`src/include/stfl_pkg.sv`:
```
package stfl_pkg;
  // control byte field positions
  localparam int CR_IRQ_EN  = 7;
  localparam int CR_PORT_EN = 6;
  localparam int CR_MASTER  = 4;
  localparam int CR_CPOL    = 3;
  localparam int CR_CPHA    = 2;
  // status byte field positions
  localparam int SR_DONE    = 7;
  localparam int SR_WRITE_COLLISION_FLAG    = 6;
  localparam int SR_MODE_FAULT_FLAG    = 4;
  // synchronised pin lanes
  localparam int PIN_SCK    = 0;
  localparam int PIN_MOSI   = 1;
  localparam int PIN_MISO   = 2;
  localparam int PIN_SS     = 3;
  localparam int PIN_W      = 4;
  // select idles high, the rest low
  localparam logic [3:0] PIN_RST = 4'h8;
  localparam logic [3:0] BYTE_BITS_M1 = 4'h7;
  localparam logic [3:0] BYTE_EDGES_M1 = 4'hf;
  // master capture sees miso through the pin synchroniser, about four cycles late
  localparam int SCK_HALF_CYC_DEF = 8;
  typedef enum logic {ST_IDLE, ST_SHIFT} stfl_state_e;
endpackage

```
`src/include/stfl_pin_if.sv`:
```
`timescale 1ns/1ps
interface stfl_pin_if;
  logic [stfl_pkg::PIN_W-1:0] raw;
  logic [stfl_pkg::PIN_W-1:0] clean;
  modport sync (input raw, output clean);
  modport core (output raw, input clean);
endinterface

```
`src/core/stfl_pin_sync.sv`:
```
`timescale 1ns/1ps
module stfl_pin_sync #(
  parameter logic [stfl_pkg::PIN_W-1:0] RST_VAL = stfl_pkg::PIN_RST
) (
  input  wire logic clock_i,
  input  wire logic sys_rst_i,
  stfl_pin_if.sync  pins
);
  for (genvar i = 0; i < stfl_pkg::PIN_W; i++) begin : g_bit
    logic s1_r;
    logic s2_r;
    logic s3_r;
    logic cl_r;
    // a change counts only once the second and third stage agree
    always_ff @(posedge clock_i or posedge sys_rst_i) begin
      if (sys_rst_i) begin
        s1_r <= RST_VAL[i];
        s2_r <= RST_VAL[i];
        s3_r <= RST_VAL[i];
        cl_r <= RST_VAL[i];
      end else begin
        s1_r <= pins.raw[i];
        s2_r <= s1_r;
        s3_r <= s2_r;
        if (s2_r == s3_r) begin
          cl_r <= s3_r;
        end
      end
    end
    assign pins.clean[i] = cl_r;
  end
endmodule

```
`src/core/stfl_core.sv`:
```
// What this block does
// - eight clocks per byte, msb first, full duplex
// - polarity sets serial clock idle level
// - phase set: capture on second edge
// - phase clear: capture on first edge
// - master drives bit one edge before capture
// - unselected slave leaves miso undriven
// - phase clear: select low freezes data
// - phase set: first edge freezes, drives msb
// - phase set: select may stay low
// - write during transfer discarded, collision flagged
// - master collision while own clock shifts
// - collision flag never raises interrupt
// - reads come from cpu-side receive buffer
// - select low as master: fault, drop enables
// - fault clears by status then control write
// - enables unsettable while fault, except clearing write
// - fault never set in slave mode
// - no overrun flag; later bytes lost
// - wait runs normally; halt freezes all but the pin synchroniser
// - done and fault share gated interrupt
// - done blocks writes; status then data clears
`timescale 1ns/1ps
module stfl_core #(
  parameter int unsigned SCK_HALF_CYC = stfl_pkg::SCK_HALF_CYC_DEF
) (
  input  wire logic       clock_i,
  input  wire logic       sys_rst_i,
  input  wire logic       dr_wr_i,
  input  wire logic       dr_rd_i,
  input  wire logic [7:0] dr_wdata_i,
  input  wire logic       sr_rd_i,
  input  wire logic       cr_wr_i,
  input  wire logic [7:0] cr_wdata_i,
  input  wire logic       halt_i,
  input  wire logic       global_irq_unmask_i,
  input  wire logic       sck_i,
  output logic            sck_o,
  output logic            sck_oe_o,
  input  wire logic       mosi_i,
  output logic            mosi_o,
  output logic            mosi_oe_o,
  input  wire logic       miso_i,
  output logic            miso_o,
  output logic            miso_oe_o,
  input  wire logic       ss_n_i,
  output logic [7:0]      data_register_o,
  output logic [7:0]      status_register_o,
  output logic [7:0]      control_register_o,
  output logic            irq_o,
  output logic            wake_o
);
  stfl_pin_if pin_if ();
  assign pin_if.raw = {ss_n_i, miso_i, mosi_i, sck_i};
  stfl_pin_sync u_sync (
    .clock_i   (clock_i),
    .sys_rst_i (sys_rst_i),
    .pins      (pin_if.sync)
  );

  stfl_pkg::stfl_state_e state_r;
  logic       irq_en_r;
  logic       port_en_r;
  logic       master_r;
  logic       cpol_r;
  logic       cpha_r;
  logic       transfer_done_flag_r;
  logic       transfer_done_flag_arm_r;
  logic       write_collision_flag_r;
  logic       write_collision_flag_arm_r;
  logic       mode_fault_flag_r;
  logic       mode_fault_flag_arm_r;
  logic [7:0] shift_r;
  logic [7:0] rx_buf_r;
  logic       out_r;
  logic       phase_r;
  logic [7:0] div_cnt_r;
  logic [3:0] edge_cnt_r;
  logic [3:0] bit_cnt_r;
  logic       frozen_r;
  logic       sck_d_r;

  // halt freezes every register of the block except the pin synchroniser
  wire run = ~halt_i;
  wire sck_s = pin_if.clean[stfl_pkg::PIN_SCK];
  wire mosi_s = pin_if.clean[stfl_pkg::PIN_MOSI];
  wire miso_s = pin_if.clean[stfl_pkg::PIN_MISO];
  wire ss_s = pin_if.clean[stfl_pkg::PIN_SS];

  // master serial clock timing
  wire m_busy = (state_r == stfl_pkg::ST_SHIFT);
  wire tick = m_busy & (div_cnt_r == 8'(SCK_HALF_CYC - 1));
  wire m_lead = tick & ~edge_cnt_r[0];
  wire m_trail = tick & edge_cnt_r[0];
  wire m_done = tick & (edge_cnt_r == stfl_pkg::BYTE_EDGES_M1);

  // slave side: edges of the received clock, judged against idle level
  wire slave_sel = port_en_r & ~master_r & ~ss_s;
  wire s_edge = slave_sel & (sck_s != sck_d_r);
  wire s_lead = s_edge & (sck_d_r == cpol_r);
  wire s_trail = s_edge & (sck_d_r != cpol_r);

  wire lead = master_r ? m_lead : s_lead;
  wire trail = master_r ? m_trail : s_trail;
  wire capture = cpha_r ? trail : lead;
  wire launch = cpha_r ? lead : trail;
  wire din = master_r ? miso_s : mosi_s;
  wire s_done = ~master_r & capture & (bit_cnt_r == stfl_pkg::BYTE_BITS_M1);
  wire done = m_done | s_done;

  // phase clear: data frozen for the whole select; phase set: from first edge
  wire s_busy = slave_sel & (~cpha_r | frozen_r);
  wire busy = m_busy | s_busy;
  wire dr_block = transfer_done_flag_r & ~transfer_done_flag_arm_r;
  wire wr_ok = dr_wr_i & ~busy & ~dr_block;
  wire write_collision_flag_set = dr_wr_i & busy;
  wire start = wr_ok & master_r & port_en_r & ~m_busy;
  wire fault = master_r & port_en_r & ~ss_s;
  wire m_abort = m_busy & ~(master_r & port_en_r);

  wire [7:0] shift_nxt = wr_ok ? dr_wdata_i :
                         capture ? {shift_r[6:0], din} : shift_r;

  // flag clearing sequences; a new event in the clearing cycle wins
  wire dr_acc = dr_rd_i | dr_wr_i;
  wire transfer_done_flag_clr = transfer_done_flag_arm_r & dr_acc;
  wire transfer_done_flag_nxt = done | (transfer_done_flag_r & ~transfer_done_flag_clr);
  wire transfer_done_flag_arm_nxt = ~done & ~transfer_done_flag_clr & transfer_done_flag_r & (transfer_done_flag_arm_r | sr_rd_i);
  wire write_collision_flag_clr = write_collision_flag_arm_r & dr_acc;
  wire write_collision_flag_nxt = write_collision_flag_set | (write_collision_flag_r & ~write_collision_flag_clr);
  wire write_collision_flag_arm_nxt = ~write_collision_flag_set & ~write_collision_flag_clr & write_collision_flag_r & (write_collision_flag_arm_r | sr_rd_i);
  wire mode_fault_flag_clr = mode_fault_flag_arm_r & cr_wr_i;
  wire mode_fault_flag_nxt = fault | (mode_fault_flag_r & ~mode_fault_flag_clr);
  wire mode_fault_flag_arm_nxt = ~fault & ~mode_fault_flag_clr & mode_fault_flag_r & (mode_fault_flag_arm_r | sr_rd_i);

  // enables may only be lowered while a fault stands outside its clearing write
  wire en_lock = mode_fault_flag_r & ~mode_fault_flag_arm_r;
  wire pe_wr = cr_wdata_i[stfl_pkg::CR_PORT_EN] & (~en_lock | port_en_r);
  wire ms_wr = cr_wdata_i[stfl_pkg::CR_MASTER] & (~en_lock | master_r);
  wire port_en_nxt = ~fault & (cr_wr_i ? pe_wr : port_en_r);
  wire master_nxt = ~fault & (cr_wr_i ? ms_wr : master_r);

  always_ff @(posedge clock_i or posedge sys_rst_i) begin
    if (sys_rst_i) begin
      irq_en_r <= 1'b0;
      cpol_r <= 1'b0;
      cpha_r <= 1'b0;
      port_en_r <= 1'b0;
      master_r <= 1'b0;
    end else if (run) begin
      if (cr_wr_i) begin
        irq_en_r <= cr_wdata_i[stfl_pkg::CR_IRQ_EN];
        cpol_r <= cr_wdata_i[stfl_pkg::CR_CPOL];
        cpha_r <= cr_wdata_i[stfl_pkg::CR_CPHA];
      end
      port_en_r <= port_en_nxt;
      master_r <= master_nxt;
    end
  end

  always_ff @(posedge clock_i or posedge sys_rst_i) begin
    if (sys_rst_i) begin
      transfer_done_flag_r <= 1'b0;
      transfer_done_flag_arm_r <= 1'b0;
      write_collision_flag_r <= 1'b0;
      write_collision_flag_arm_r <= 1'b0;
      mode_fault_flag_r <= 1'b0;
      mode_fault_flag_arm_r <= 1'b0;
    end else if (run) begin
      transfer_done_flag_r <= transfer_done_flag_nxt;
      transfer_done_flag_arm_r <= transfer_done_flag_arm_nxt;
      write_collision_flag_r <= write_collision_flag_nxt;
      write_collision_flag_arm_r <= write_collision_flag_arm_nxt;
      mode_fault_flag_r <= mode_fault_flag_nxt;
      mode_fault_flag_arm_r <= mode_fault_flag_arm_nxt;
    end
  end

  // receive buffer only refills once the done flag has been cleared
  always_ff @(posedge clock_i or posedge sys_rst_i) begin
    if (sys_rst_i) begin
      rx_buf_r <= 8'h00;
    end else if (run && done && !transfer_done_flag_r) begin
      rx_buf_r <= shift_nxt;
    end
  end

  always_ff @(posedge clock_i or posedge sys_rst_i) begin
    if (sys_rst_i) begin
      shift_r <= 8'h00;
      out_r <= 1'b0;
    end else if (run) begin
      shift_r <= shift_nxt;
      if (wr_ok) begin
        out_r <= dr_wdata_i[7];
      end else if (launch) begin
        out_r <= shift_r[7];
      end
    end
  end

  always_ff @(posedge clock_i or posedge sys_rst_i) begin
    if (sys_rst_i) begin
      state_r <= stfl_pkg::ST_IDLE;
      div_cnt_r <= 8'h00;
      edge_cnt_r <= 4'h0;
      phase_r <= 1'b0;
    end else if (run) begin
      unique case (state_r)
        stfl_pkg::ST_IDLE: begin
          phase_r <= 1'b0;
          div_cnt_r <= 8'h00;
          edge_cnt_r <= 4'h0;
          if (start) begin
            state_r <= stfl_pkg::ST_SHIFT;
          end
        end
        stfl_pkg::ST_SHIFT: begin
          div_cnt_r <= tick ? 8'h00 : div_cnt_r + 8'h01;
          if (tick) begin
            phase_r <= ~phase_r;
            edge_cnt_r <= edge_cnt_r + 4'h1;
          end
          if (m_done || m_abort) begin
            state_r <= stfl_pkg::ST_IDLE;
            phase_r <= 1'b0;
          end
        end
      endcase
    end
  end

  always_ff @(posedge clock_i or posedge sys_rst_i) begin
    if (sys_rst_i) begin
      bit_cnt_r <= 4'h0;
      frozen_r <= 1'b0;
      sck_d_r <= 1'b0;
    end else if (run) begin
      sck_d_r <= sck_s;
      if (start || s_done || (!master_r && ss_s)) begin
        bit_cnt_r <= 4'h0;
      end else if (capture) begin
        bit_cnt_r <= bit_cnt_r + 4'h1;
      end
      if (s_done || ss_s || master_r) begin
        frozen_r <= 1'b0;
      end else if (s_lead && cpha_r) begin
        frozen_r <= 1'b1;
      end
    end
  end

  // pins: idle clock level follows polarity even between bytes
  assign sck_o = cpol_r ^ phase_r;
  assign sck_oe_o = port_en_r & master_r;
  assign mosi_o = out_r;
  assign mosi_oe_o = port_en_r & master_r;
  assign miso_o = out_r;
  assign miso_oe_o = slave_sel;

  assign data_register_o = rx_buf_r;
  assign status_register_o = {transfer_done_flag_r, write_collision_flag_r, 1'b0, mode_fault_flag_r, 4'h0};
  assign control_register_o = {irq_en_r, port_en_r, 1'b0, master_r,
                               cpol_r, cpha_r, 2'b00};

  // collision flag takes no part in the request; halt suppresses wakeup
  wire irq_req = irq_en_r & (transfer_done_flag_r | mode_fault_flag_r) & run;
  assign wake_o = irq_req;
  assign irq_o = irq_req & global_irq_unmask_i;
endmodule

```
`config.mk`:
```
export PLATFORM = sky130hd
export DESIGN_NAME = stfl_core
export DESIGN_NICKNAME = d
export VERILOG_FILES = /design/src/include/stfl_pkg.sv /design/src/include/stfl_pin_if.sv /design/src/core/stfl_pin_sync.sv /design/src/core/stfl_core.sv
export SDC_FILE = /design/constraint.sdc
export NUM_CORES = 1
export LEC_CHECK = 0
export CAP_MARGIN = 25
export CORE_AREA = 2 2 89 91
export CTS_CLUSTER_DIAMETER = 30
export DETAILED_ROUTE_END_ITERATION = 12
export DIE_AREA = 0 0 91 93
export DONT_BUFFER_PORTS = 1
export HOLD_SLACK_MARGIN = 0.1
export PLACE_DENSITY = 0.63
export SYNTH_ARGS = -nofsm -noshare
export SYNTH_HDL_FRONTEND = slang
export SYNTH_SLANG_ARGS = --single-unit
```
`constraint.sdc`:
```
create_clock -name clock_i -period 2.1 [get_ports clock_i]
set_input_delay 0.21 -clock clock_i [delete_from_list [all_inputs] [get_ports clock_i]]
set_output_delay 0.21 -clock clock_i [all_outputs]
set_load 0.01 [all_outputs]
```
Word-level counts from Yosys, hierarchy flattened
Cells that the tools add are included.
Storage, ports and cells
  output and inout bits: 32
  bits in registers: 64
  logic and storage cells: 175
  bits of input ports: 28
Operators by class
  $add $sub $neg: 3
  bitwise operators: 78
  reduce and logical (&&, ||, !) cells: 20
  eq/ne operators: 12
  mux-type cells: 25
Operators by type and width (number)
  $and 1x1->1: 45
  $mux 8: 3
  $not 1->1: 19
  $pmux 8 s2: 1
  $mux 1: 15
  $or 1x1->1: 13
  $mux 4: 3
  $reduce_and 2->1: 6
  $add 4x1->4 const B: 2
  $add 8x1->8 const B: 1
  $eq 8x3->1 const B: 1
  $pmux 4 s2: 1
  $reduce_bool 2->1: 3
  $eq 1x1->1: 5
  $logic_or 1x1->1: 5
  $eq 4x3->1 const B: 1
  $eq 4x4->1 const B: 1
  $logic_and 1x1->1: 4
  $pmux 1 s2: 2
  $ne 3x1->1 const B: 1
  $logic_not 1->1: 2
  $ne 1x1->1: 2
  $ne 2x1->1 const B: 1
  $xor 1x1->1: 1

Longest topological paths before layout
Gate-level depths: netlist of run 1.
  depth after elaboration: 15
  mapped depth: 8
  mapped depth without buffers: 7

Modules after synthesis
Synthesis of run 1 repeated with hierarchy kept, for this count alone.
Second synthesis, totals
  cell total of the unflattened synthesis: 340
  area total of the unflattened synthesis: 3324.4 um^2
Modules (own cells, without submodules)
  stfl_core: times used 1, area each 2840.2 um^2, seq. area each 1201.2 um^2, cells an instance 315
  stfl_pin_sync: times used 1, area each 484.2 um^2, seq. area each 405.4 um^2, cells an instance 25

Least setup slack after synthesis of run 1
Ideal clock, no wire load.
  path kind: register -> register
  from: register div_cnt_r[0]
  to: register bit_cnt_r[2]
  path buffers: 0
  stages on the path, launching flop included: 8
  data required time: 2031 ps
  library setup time: 69 ps
  clock period less this slack: 1974 ps
  arrival: 1905 ps
  path slack: 126 ps
  path through: dfrtp_1 -> ha_1 -> nor4b_4 -> nand3_4 -> o211ai_2 -> nand3_1 -> or4b_1 -> nand3_1
Between the ends
  cells in the longest elaborated chain, start to end: 11
  elaborated cells between the ends (all ways): 14
  classes of those cells: eq/ne: 1; mux: 4; bitwise: 5; reduce/logical: 4
Ends and longest elaborated chain
  start, declared: line stfl_core.sv:77  | logic [7:0] div_cnt_r;
  start signal, assigned: line stfl_core.sv:219  | div_cnt_r <= tick ? 8'h00 : div_cnt_r + 8'h01;
  $eq 8x3->1 (*): line stfl_core.sv:92  | wire tick = m_busy & (div_cnt_r == 8'(SCK_HALF_CYC - 1));
  $and 1x1->1 (*): line stfl_core.sv:92
  $and 1x1->1, on equally long branches: line stfl_core.sv:93, stfl_core.sv:94
  $mux 1, on equally long branches: line stfl_core.sv:103, stfl_core.sv:104
  $mux 1 (*): line stfl_core.sv:105  | wire capture = cpha_r ? trail : lead;
  $and 1x1->1 (2 in series): line stfl_core.sv:108  | wire s_done = ~master_r & capture & (bit_cnt_r == stfl_pkg::BYTE_BITS_M1);
  $logic_or 1x1->1 (2 in series): line stfl_core.sv:240  | if (start || s_done || (!master_r && ss_s)) begin
  $reduce_bool 2->1 (no source line)
  $reduce_and 2->1 (no source line)
  end signal, assigned: line stfl_core.sv:243  | bit_cnt_r <= bit_cnt_r + 4'h1;
  end, declared: line stfl_core.sv:79  | logic [3:0] bit_cnt_r;
Every way passes the cells marked *; elsewhere a longest branch is shown, timed or not.
A chain may end at the register's enable or synchronous reset.

Worst setup path after layout of run 1
  from: register div_cnt_r[1]
  to: register bit_cnt_r[0]
Same word-level chain as after synthesis.

==> key figures, run 1 <==
Run status
  – Status: finished, final reports clean

Clock network
  – Clock Latency Late Sink: 0.33 ns
  – H-tree depth: 3
  – CTS Sinks: 64
  – Clk slew on worst S/H paths: 0.07 ns
  – Clock Path Buffers: 2
  – TritonCTS Buffers: 9
  – Root Buffer Master: clkbuf_8
  – CTS tree: built

Timing
  – Hold WS: 0.108 ns
  – Final Cycle Share: 0.958
  – Final Skew: 0.0103 ns
  – Max Transition Viols Final: 0
  – Setup ws final: 0.0884 ns
  – Unrepaired setup endpoints after global routing: true
  – Max Freq: 497 MHz
  – Min Tclk post-route: 2.01 ns
  – Hold Fails Final Rpt: 0
  – Final setup viols: 0

Global route
  – First-pass GRT wire length: 11.4 mm
  – Total GRT Usage: 0.170
  – Initial antenna violation count: 0
  – Pin count of the biggest net entering global routing: 38
  – GR Overflow Total: 0
  – Vias in the first global route: 2,384

Routing
  – Final wirelength: 7.01 mm
  – Starting DRT DRC Count: 201
  – Post-DR vias/cell: 5.36
  – DRT Pass-1 Iters: 4
  – DR vias: 2,476
  – DRT antenna net count: 0
  – # DRC: 0
  – Routed WL per cell: 15.2 um

Die
  – I/O Pins: 60
  – Overall die width: 91 um
  – Core area: 7530 um^2
  – Number of cell rows: 32
  – Initial Utilization: 0.439
  – DIE AREA: 8460 um^2
  – Die H: 93 um

Yosys
  – Yosys Warn Count: 0
  – Unique masters post-synth: 58
  – Post-synthesis sequential area ratio: 0.486
  – Ranking of synthesized cells by area: dfrtp_1 (45%), buf_4 (4.5%), dfstp_2 (3.2%)
  – Top cell type's share of synthesized area: 0.455
  – Mapped Avg Cell Area: 10.0 um^2
  – Post-synth top flop: dfrtp_1
  – Area leader, netlist: dfrtp_1
  – Fraction of registers with async set/reset: 1.00
  – EDFF count, synth: 0
  – Synth Cell Area: 3300 um^2
  – Seq cells post-synth: 64
  – Post-synthesis instance total: 329

Cells and area
  – ANT cells: 0
  – Final Cell Area: 3880 um^2
  – Layout cells sized above 1: 0.228
  – Fin nets: 387
  – Commonest non-fill, non-tap cells in the layout: dfrtp_1 (60), buf_4 (25), nand2_1 (20), nor2_1 (20), nand3_1 (18)
  – Most common cell after layout, fill and taps aside: dfrtp_1
  – Area Overhead vs Synth: 17.5%

Critical path
  – Req. time, crit path: 2.36 ns
  – Startpoint types: flip-flop
  – Crit path from: div_cnt_r[1]$_DFFE_PP0N_
  – R2R depth: 8
  – Reg2reg end: bit_cnt_r[0]$_DFFE_PP0P_
  – CP endpoint kind: flip-flop
  – Slowest stage delay, CP: 0.37 ns
  – CP cell instances: ha_2, nor4b_4, nand3_4, o211ai_4, buf_6, nand2_4, or3_4, mux2i_1
  – WP buf/inv: 1
  – Worst path depth: 8
  – CP endpoint: bit_cnt_r[0]$_DFFE_PP0P_
  – R2R Path Start: div_cnt_r[1]$_DFFE_PP0N_
  – Critical path's top delay family: simple AND/OR/NAND/NOR gates
  – Critical path peak fanout: 5
  – CP arrival: 2.27 ns
  – Crit Path Class: flip-flop to flip-flop
  – Reg-to-reg slack, setup: 0.09 ns
  – Slowest stage cell on the critical path: dfrtp_1

Placement
  – HPWL Detailed: 4.57 mm
  – Port bufs: 0
  – GPL Wtd Cong: 0.766
  – Setup WS pre-CTS: 0.0220 ns
  – Placed cell areas: 3420 um^2

Power
  – P_leak: 1.73 nW
  – VDD IR max: 528 uV
  – P per Cell Area: 947 nW/um^2
  – Total power: 3.68 mW

Worst hold path
  – Hold Path Stages: 3
  – Hold WC Path Type: input port to flip-flop

Flow run
  – Max cap viols: 0
worst min-delay path by stage:
stage	startpoint	end	slack, ns
4_1_cts	halt_i	write_collision_flag_r$_DFFE_PP0N_	0.10
3_3_place_gp	sys_rst_i	u_sync.g_bit[2].s2_r$_DFF_PP0_	0.21
2_1_floorplan	ss_n_i	u_sync.g_bit[3].s1_r$_DFF_PP1_	0.21
3_5_place_dp	sys_rst_i	u_sync.g_bit[2].s2_r$_DFF_PP0_	0.21
6_report	halt_i	write_collision_flag_r$_DFFE_PP0N_	0.11
5_1_grt	halt_i	write_collision_flag_r$_DFFE_PP0N_	0.11
cell type report:
type,instances,area [um^2]
fillers,717,3650
flip-flops and latches,64,1610
multi-input cells,225,1530
repair buffers,41,387
clock buffers,12,155
well taps,102,128
inverters,15,56.3
clock inverters,3,17.5
worst register-to-register path, cell delays in order, from the launching register on:
cell and delay [ns]:
dfrtp_1 0.37, ha_2 0.19, nor4b_4 0.29, nand3_4 0.16, o211ai_4 0.27, buf_6 0.16
nand2_4 0.05, or3_4 0.33, mux2i_1 0.12
metal layers:
layer  share of wire  track usage  routed length, um  up-vias
li1                -            -                  -     1189
met1            0.46        0.223               3240     1193
met2            0.45        0.264               3180       84
met3           0.067       0.0467                473       10
met4           0.017       0.0795                116        0
met5               0            0                  0        -
cells in the mapped netlist (2+ instances only):
cell type,number
a21o_1,4
a21oi_1,9
a21oi_2,2
a221oi_1,7
a22o_1,3
a31oi_1,2
and2_1,9
and3_1,5
and3b_1,2
buf_4,20
clkbuf_1,9
dfrtp_1,60
dfstp_2,4
ha_1,3
inv_1,15
maj3_1,4
mux2_2,5
mux2i_1,10
nand2_1,20
nand2b_1,3
nand3_1,20
nand4_1,3
nor2_1,22
nor2b_1,7
nor3_1,11
nor3b_1,6
o21ai_0,17
o21ai_1,8
o22ai_1,3
o31ai_1,4
xor2_1,5
power by group:
group          internal [mW]  switching [mW]
Combinational          0.504           0.590
Clock                  0.482           0.438
Sequential              1.45           0.212
Total                   2.43            1.24
flip-flops by register name, indices dropped and copies added, names as in the netlist, 4 cells and up:
register / count
data_register_o: 8
div_cnt_r: 8
shift_r: 8
bit_cnt_r: 4
edge_cnt_r: 4
u_sync.g_bit.cl_r: 4
u_sync.g_bit.s1_r: 4
u_sync.g_bit.s2_r: 4
u_sync.g_bit.s3_r: 4
logic make-up after synthesis:
kind of cell | count (synthesis) | share of synthesized area
xor+xnor | 6 | 0.0159
other cells | 1 | 0.00114
fa+ha+maj | 7 | 0.0235
mux | 15 | 0.0473
buf+inv | 48 | 0.0829
flops | 64 | 0.486
simple gates | 120 | 0.207
compound gates | 68 | 0.136
repair_timing:
item                                    4_1_cts  5_1_grt
buffers inserted                              0        7
hold endpoints to repair                     96        0
pin swaps                                     0        9
cloned                                        0        2
hold buffers                                 11        0
endpoints found under the setup margin        1       20
resized for setup                             0       29
per-stage QoR:
step                       util  setup TNS, ns  std cells
final                     0.515              0        462
after global routing      0.515         -0.465        462
after CTS                 0.493      -0.000874        453
after detailed placement  0.454              0        427
after global placement    0.454              0        427
after floorplan               -              0        336
Power figures use the tool's default switching activity.
==> run 2, diff against run 1 <==
==> constraint.sdc (replaced) <==
create_clock -name clock_i -period 2.1 [get_ports clock_i]
set_input_delay 0.21 -clock clock_i [delete_from_list [all_inputs] [get_ports clock_i]]
set_output_delay 0.21 -clock clock_i [all_outputs]
set_load 0.005 [all_outputs]
==> run 2 against run 1 <==
Combinational power about the same. Sequential cell count unchanged. Worst hold slack worse by 0.00085 ns. Largest power group unchanged.
==> key figures, run 2 (synthesized netlist as in run 1, its figures left out) <==
Global route
  – Total GRT Usage: 0.172
  – Vias in the first global route: 2,372
  – Grt met1 use: 0.227
  – First-pass GRT wire length: 11.5 mm
  – GR Overflow Total: 0
  – Gr busiest metal: met2
  – Pin count of the biggest net entering global routing: 39
  – Initial antenna violation count: 0
  – Met2 Usage GRT: 0.268
  – GR Layer Usage met3: 0.0411

Routing
  – # DRC: 0
  – DRT antenna net count: 0
  – Final wirelength: 7.09 mm
  – Starting DRT DRC Count: 73
  – DRT Pass-1 Iters: 4
  – Post-DR vias/cell: 5.33
  – Routed WL per cell: 15.5 um
  – DR vias: 2,443

Die
  – I/O Pins: 60
  – Initial Utilization: 0.439
  – Die H: 93 um
  – Number of cell rows: 32
  – Overall die width: 91 um
  – Core area: 7530 um^2
  – DIE AREA: 8460 um^2

Critical path
  – Req. time, crit path: 2.37 ns
  – Critical path peak fanout: 4
  – Slowest stage delay, CP: 0.52 ns
  – CP arrival: 2.35 ns
  – R2R depth: 7
  – Startpoint types: flip-flop
  – CP cell instances: ha_2, nor4b_4, nand3_4, o211ai_4, nand3_1, or4b_1, nand3_1
  – R2R Path Start: div_cnt_r[0]$_DFFE_PP0N_
  – Slowest stage cell on the critical path: or4b_1
  – Reg-to-reg slack, setup: 0.02 ns
  – Reg2reg end: bit_cnt_r[2]$_DFFE_PP0P_
  – Most frequent CP cell: nand3_1
  – WP buf/inv: 0
  – Crit Path Class: flip-flop to flip-flop
  – CP endpoint kind: flip-flop
  – Critical path's top delay family: simple AND/OR/NAND/NOR gates

Timing
  – Max Transition Viols Final: 0
  – Final setup viols: 0
  – Min Tclk post-route: 2.08 ns
  – Final Skew: 0.0106 ns
  – Hold Fails Final Rpt: 0
  – Max Freq: 480 MHz
  – Unrepaired setup endpoints after global routing: true
  – Final Cycle Share: 0.991

Worst hold path
  – Worst Hold Endpoint: write_collision_flag_r$_DFFE_PP0N_
  – Hold WC Path Type: input port to flip-flop
  – Hold Startpoint: halt_i
  – Hold Path Stages: 3

Cells and area
  – Final core area utilization: 0.519
  – Most common cell after layout, fill and taps aside: dfrtp_1
  – Commonest non-fill, non-tap cells in the layout: dfrtp_1 (60), nor2_1 (22), buf_4 (21)
  – Area Overhead vs Synth: 18.3%
  – Final Non-Filler Cells: 458
  – Layout cells sized above 1: 0.211
  – ANT cells: 0
  – Fin nets: 382

Clock network
  – Root Buffer Master: clkbuf_8
  – H-tree depth: 3
  – Clock Latency Late Sink: 0.34 ns
  – Clk slew on worst S/H paths: 0.07 ns
  – TritonCTS Buffers: 9
  – CTS tree: built
  – Clock Path Buffers: 2
  – CTS Sinks: 64

Run status
  – Status: finished, final reports clean

Placement
  – Placed Cells: 426
  – HPWL Detailed: 4.70 mm
  – Port bufs: 0
  – GPL Wtd Cong: 0.787

Power
  – P_int: 2.77 mW
  – Part of the power in registers: 0.413
  – VDD IR max: 624 uV
  – Clk pwr share: 0.324
  – P_leak: 1.74 nW
  – Switch share: 0.311
  – P per Cell Area: 1030 nW/um^2
  – Switching Power: 1.25 mW
  – Logic gate share of total power: 0.263

Flow run
  – Max cap viols: 0
==> run 2: routing by layer <==
| metal | routed length [um] | vias up |
|---|---|---|
| li1 | - | 1183 |
| met1 | 3340 | 1195 |
| met2 | 3320 | 58 |
| met3 | 342 | 7 |
| met4 | 86 | 0 |
| met5 | 0 | - |
==> run 2: worst reg2reg max path, stage by stage (launching register included) <==
cell	delay, ns
dfrtp_1	0.39
ha_2	0.20
nor4b_4	0.27
nand3_4	0.15
o211ai_4	0.26
nand3_1	0.13
or4b_1	0.52
nand3_1	0.10
==> run 2: area by class of cell <==
class / count / area (um^2)
Sequential cell: 64 / 1610
Timing Repair Buffer: 37 / 360
Clock buffer: 11 / 141
Tap cell: 102 / 128
Fill cell: 735 / 3620
Multi-Input combinational cell: 224 / 1510
Clock inverter: 5 / 104
Inverter: 15 / 56.3
==> run 2: power groups by stage <==
stage          sequential (mW)  combinational (mW)  clock (mW)
6_report                  1.66                1.06        1.30
5_1_grt                   1.70                1.17        1.38
4_1_cts                   1.66               0.954        1.33
3_5_place_dp              1.68               0.909           0
3_3_place_gp              1.67               0.886           0
2_1_floorplan             1.59               0.801           0
==> run 2: timing repair <==
| action | in CTS | in global routing |
|---|---|---|
| hold buffers | 11 | 0 |
| endpoints found under the setup margin | 6 | 20 |
| buffers inserted | 0 | 5 |
| gates resized for setup | 5 | 19 |
| gates cloned | 0 | 0 |
| pin swaps | 1 | 10 |
| endpoints found under the hold margin | 97 | 0 |
==> run 2: metrics by stage <==
stage                     hold slack, ns  setup slack (ns)  cell area [um^2]  power (mW)  setup TNS [ns]
after floorplan                    0.214             0.126              3330        2.39               0
after global placement             0.211            0.0755              3410        2.55               0
after detailed placement           0.213          -0.00288              3410        2.59        -0.00288
after CTS                          0.101            0.0174              3790        3.94               0
after global routing               0.117            -0.102              3910        4.25          -0.902
final                              0.108            0.0186              3910        4.02               0
==> run 2: worst max path at each step <==
stage / from / endpoint / slack [ns] / cells after the start
finish: div_cnt_r[0]$_DFFE_PP0N_ / bit_cnt_r[2]$_DFFE_PP0P_ / 0.02 / 7
CTS: div_cnt_r[0]$_DFFE_PP0N_ / bit_cnt_r[2]$_DFFE_PP0P_ / 0.02 / 7
floorplan: div_cnt_r[0]$_DFFE_PP0N_ / bit_cnt_r[2]$_DFFE_PP0P_ / 0.13 / 7
global route: div_cnt_r[0]$_DFFE_PP0N_ / bit_cnt_r[2]$_DFFE_PP0P_ / -0.10 / 7
detailed placement: div_cnt_r[0]$_DFFE_PP0N_ / shift_r[7]$_DFFE_PP0N_ / -0.003 / 7
global placement: div_cnt_r[0]$_DFFE_PP0N_ / bit_cnt_r[1]$_DFFE_PP0P_ / 0.08 / 8
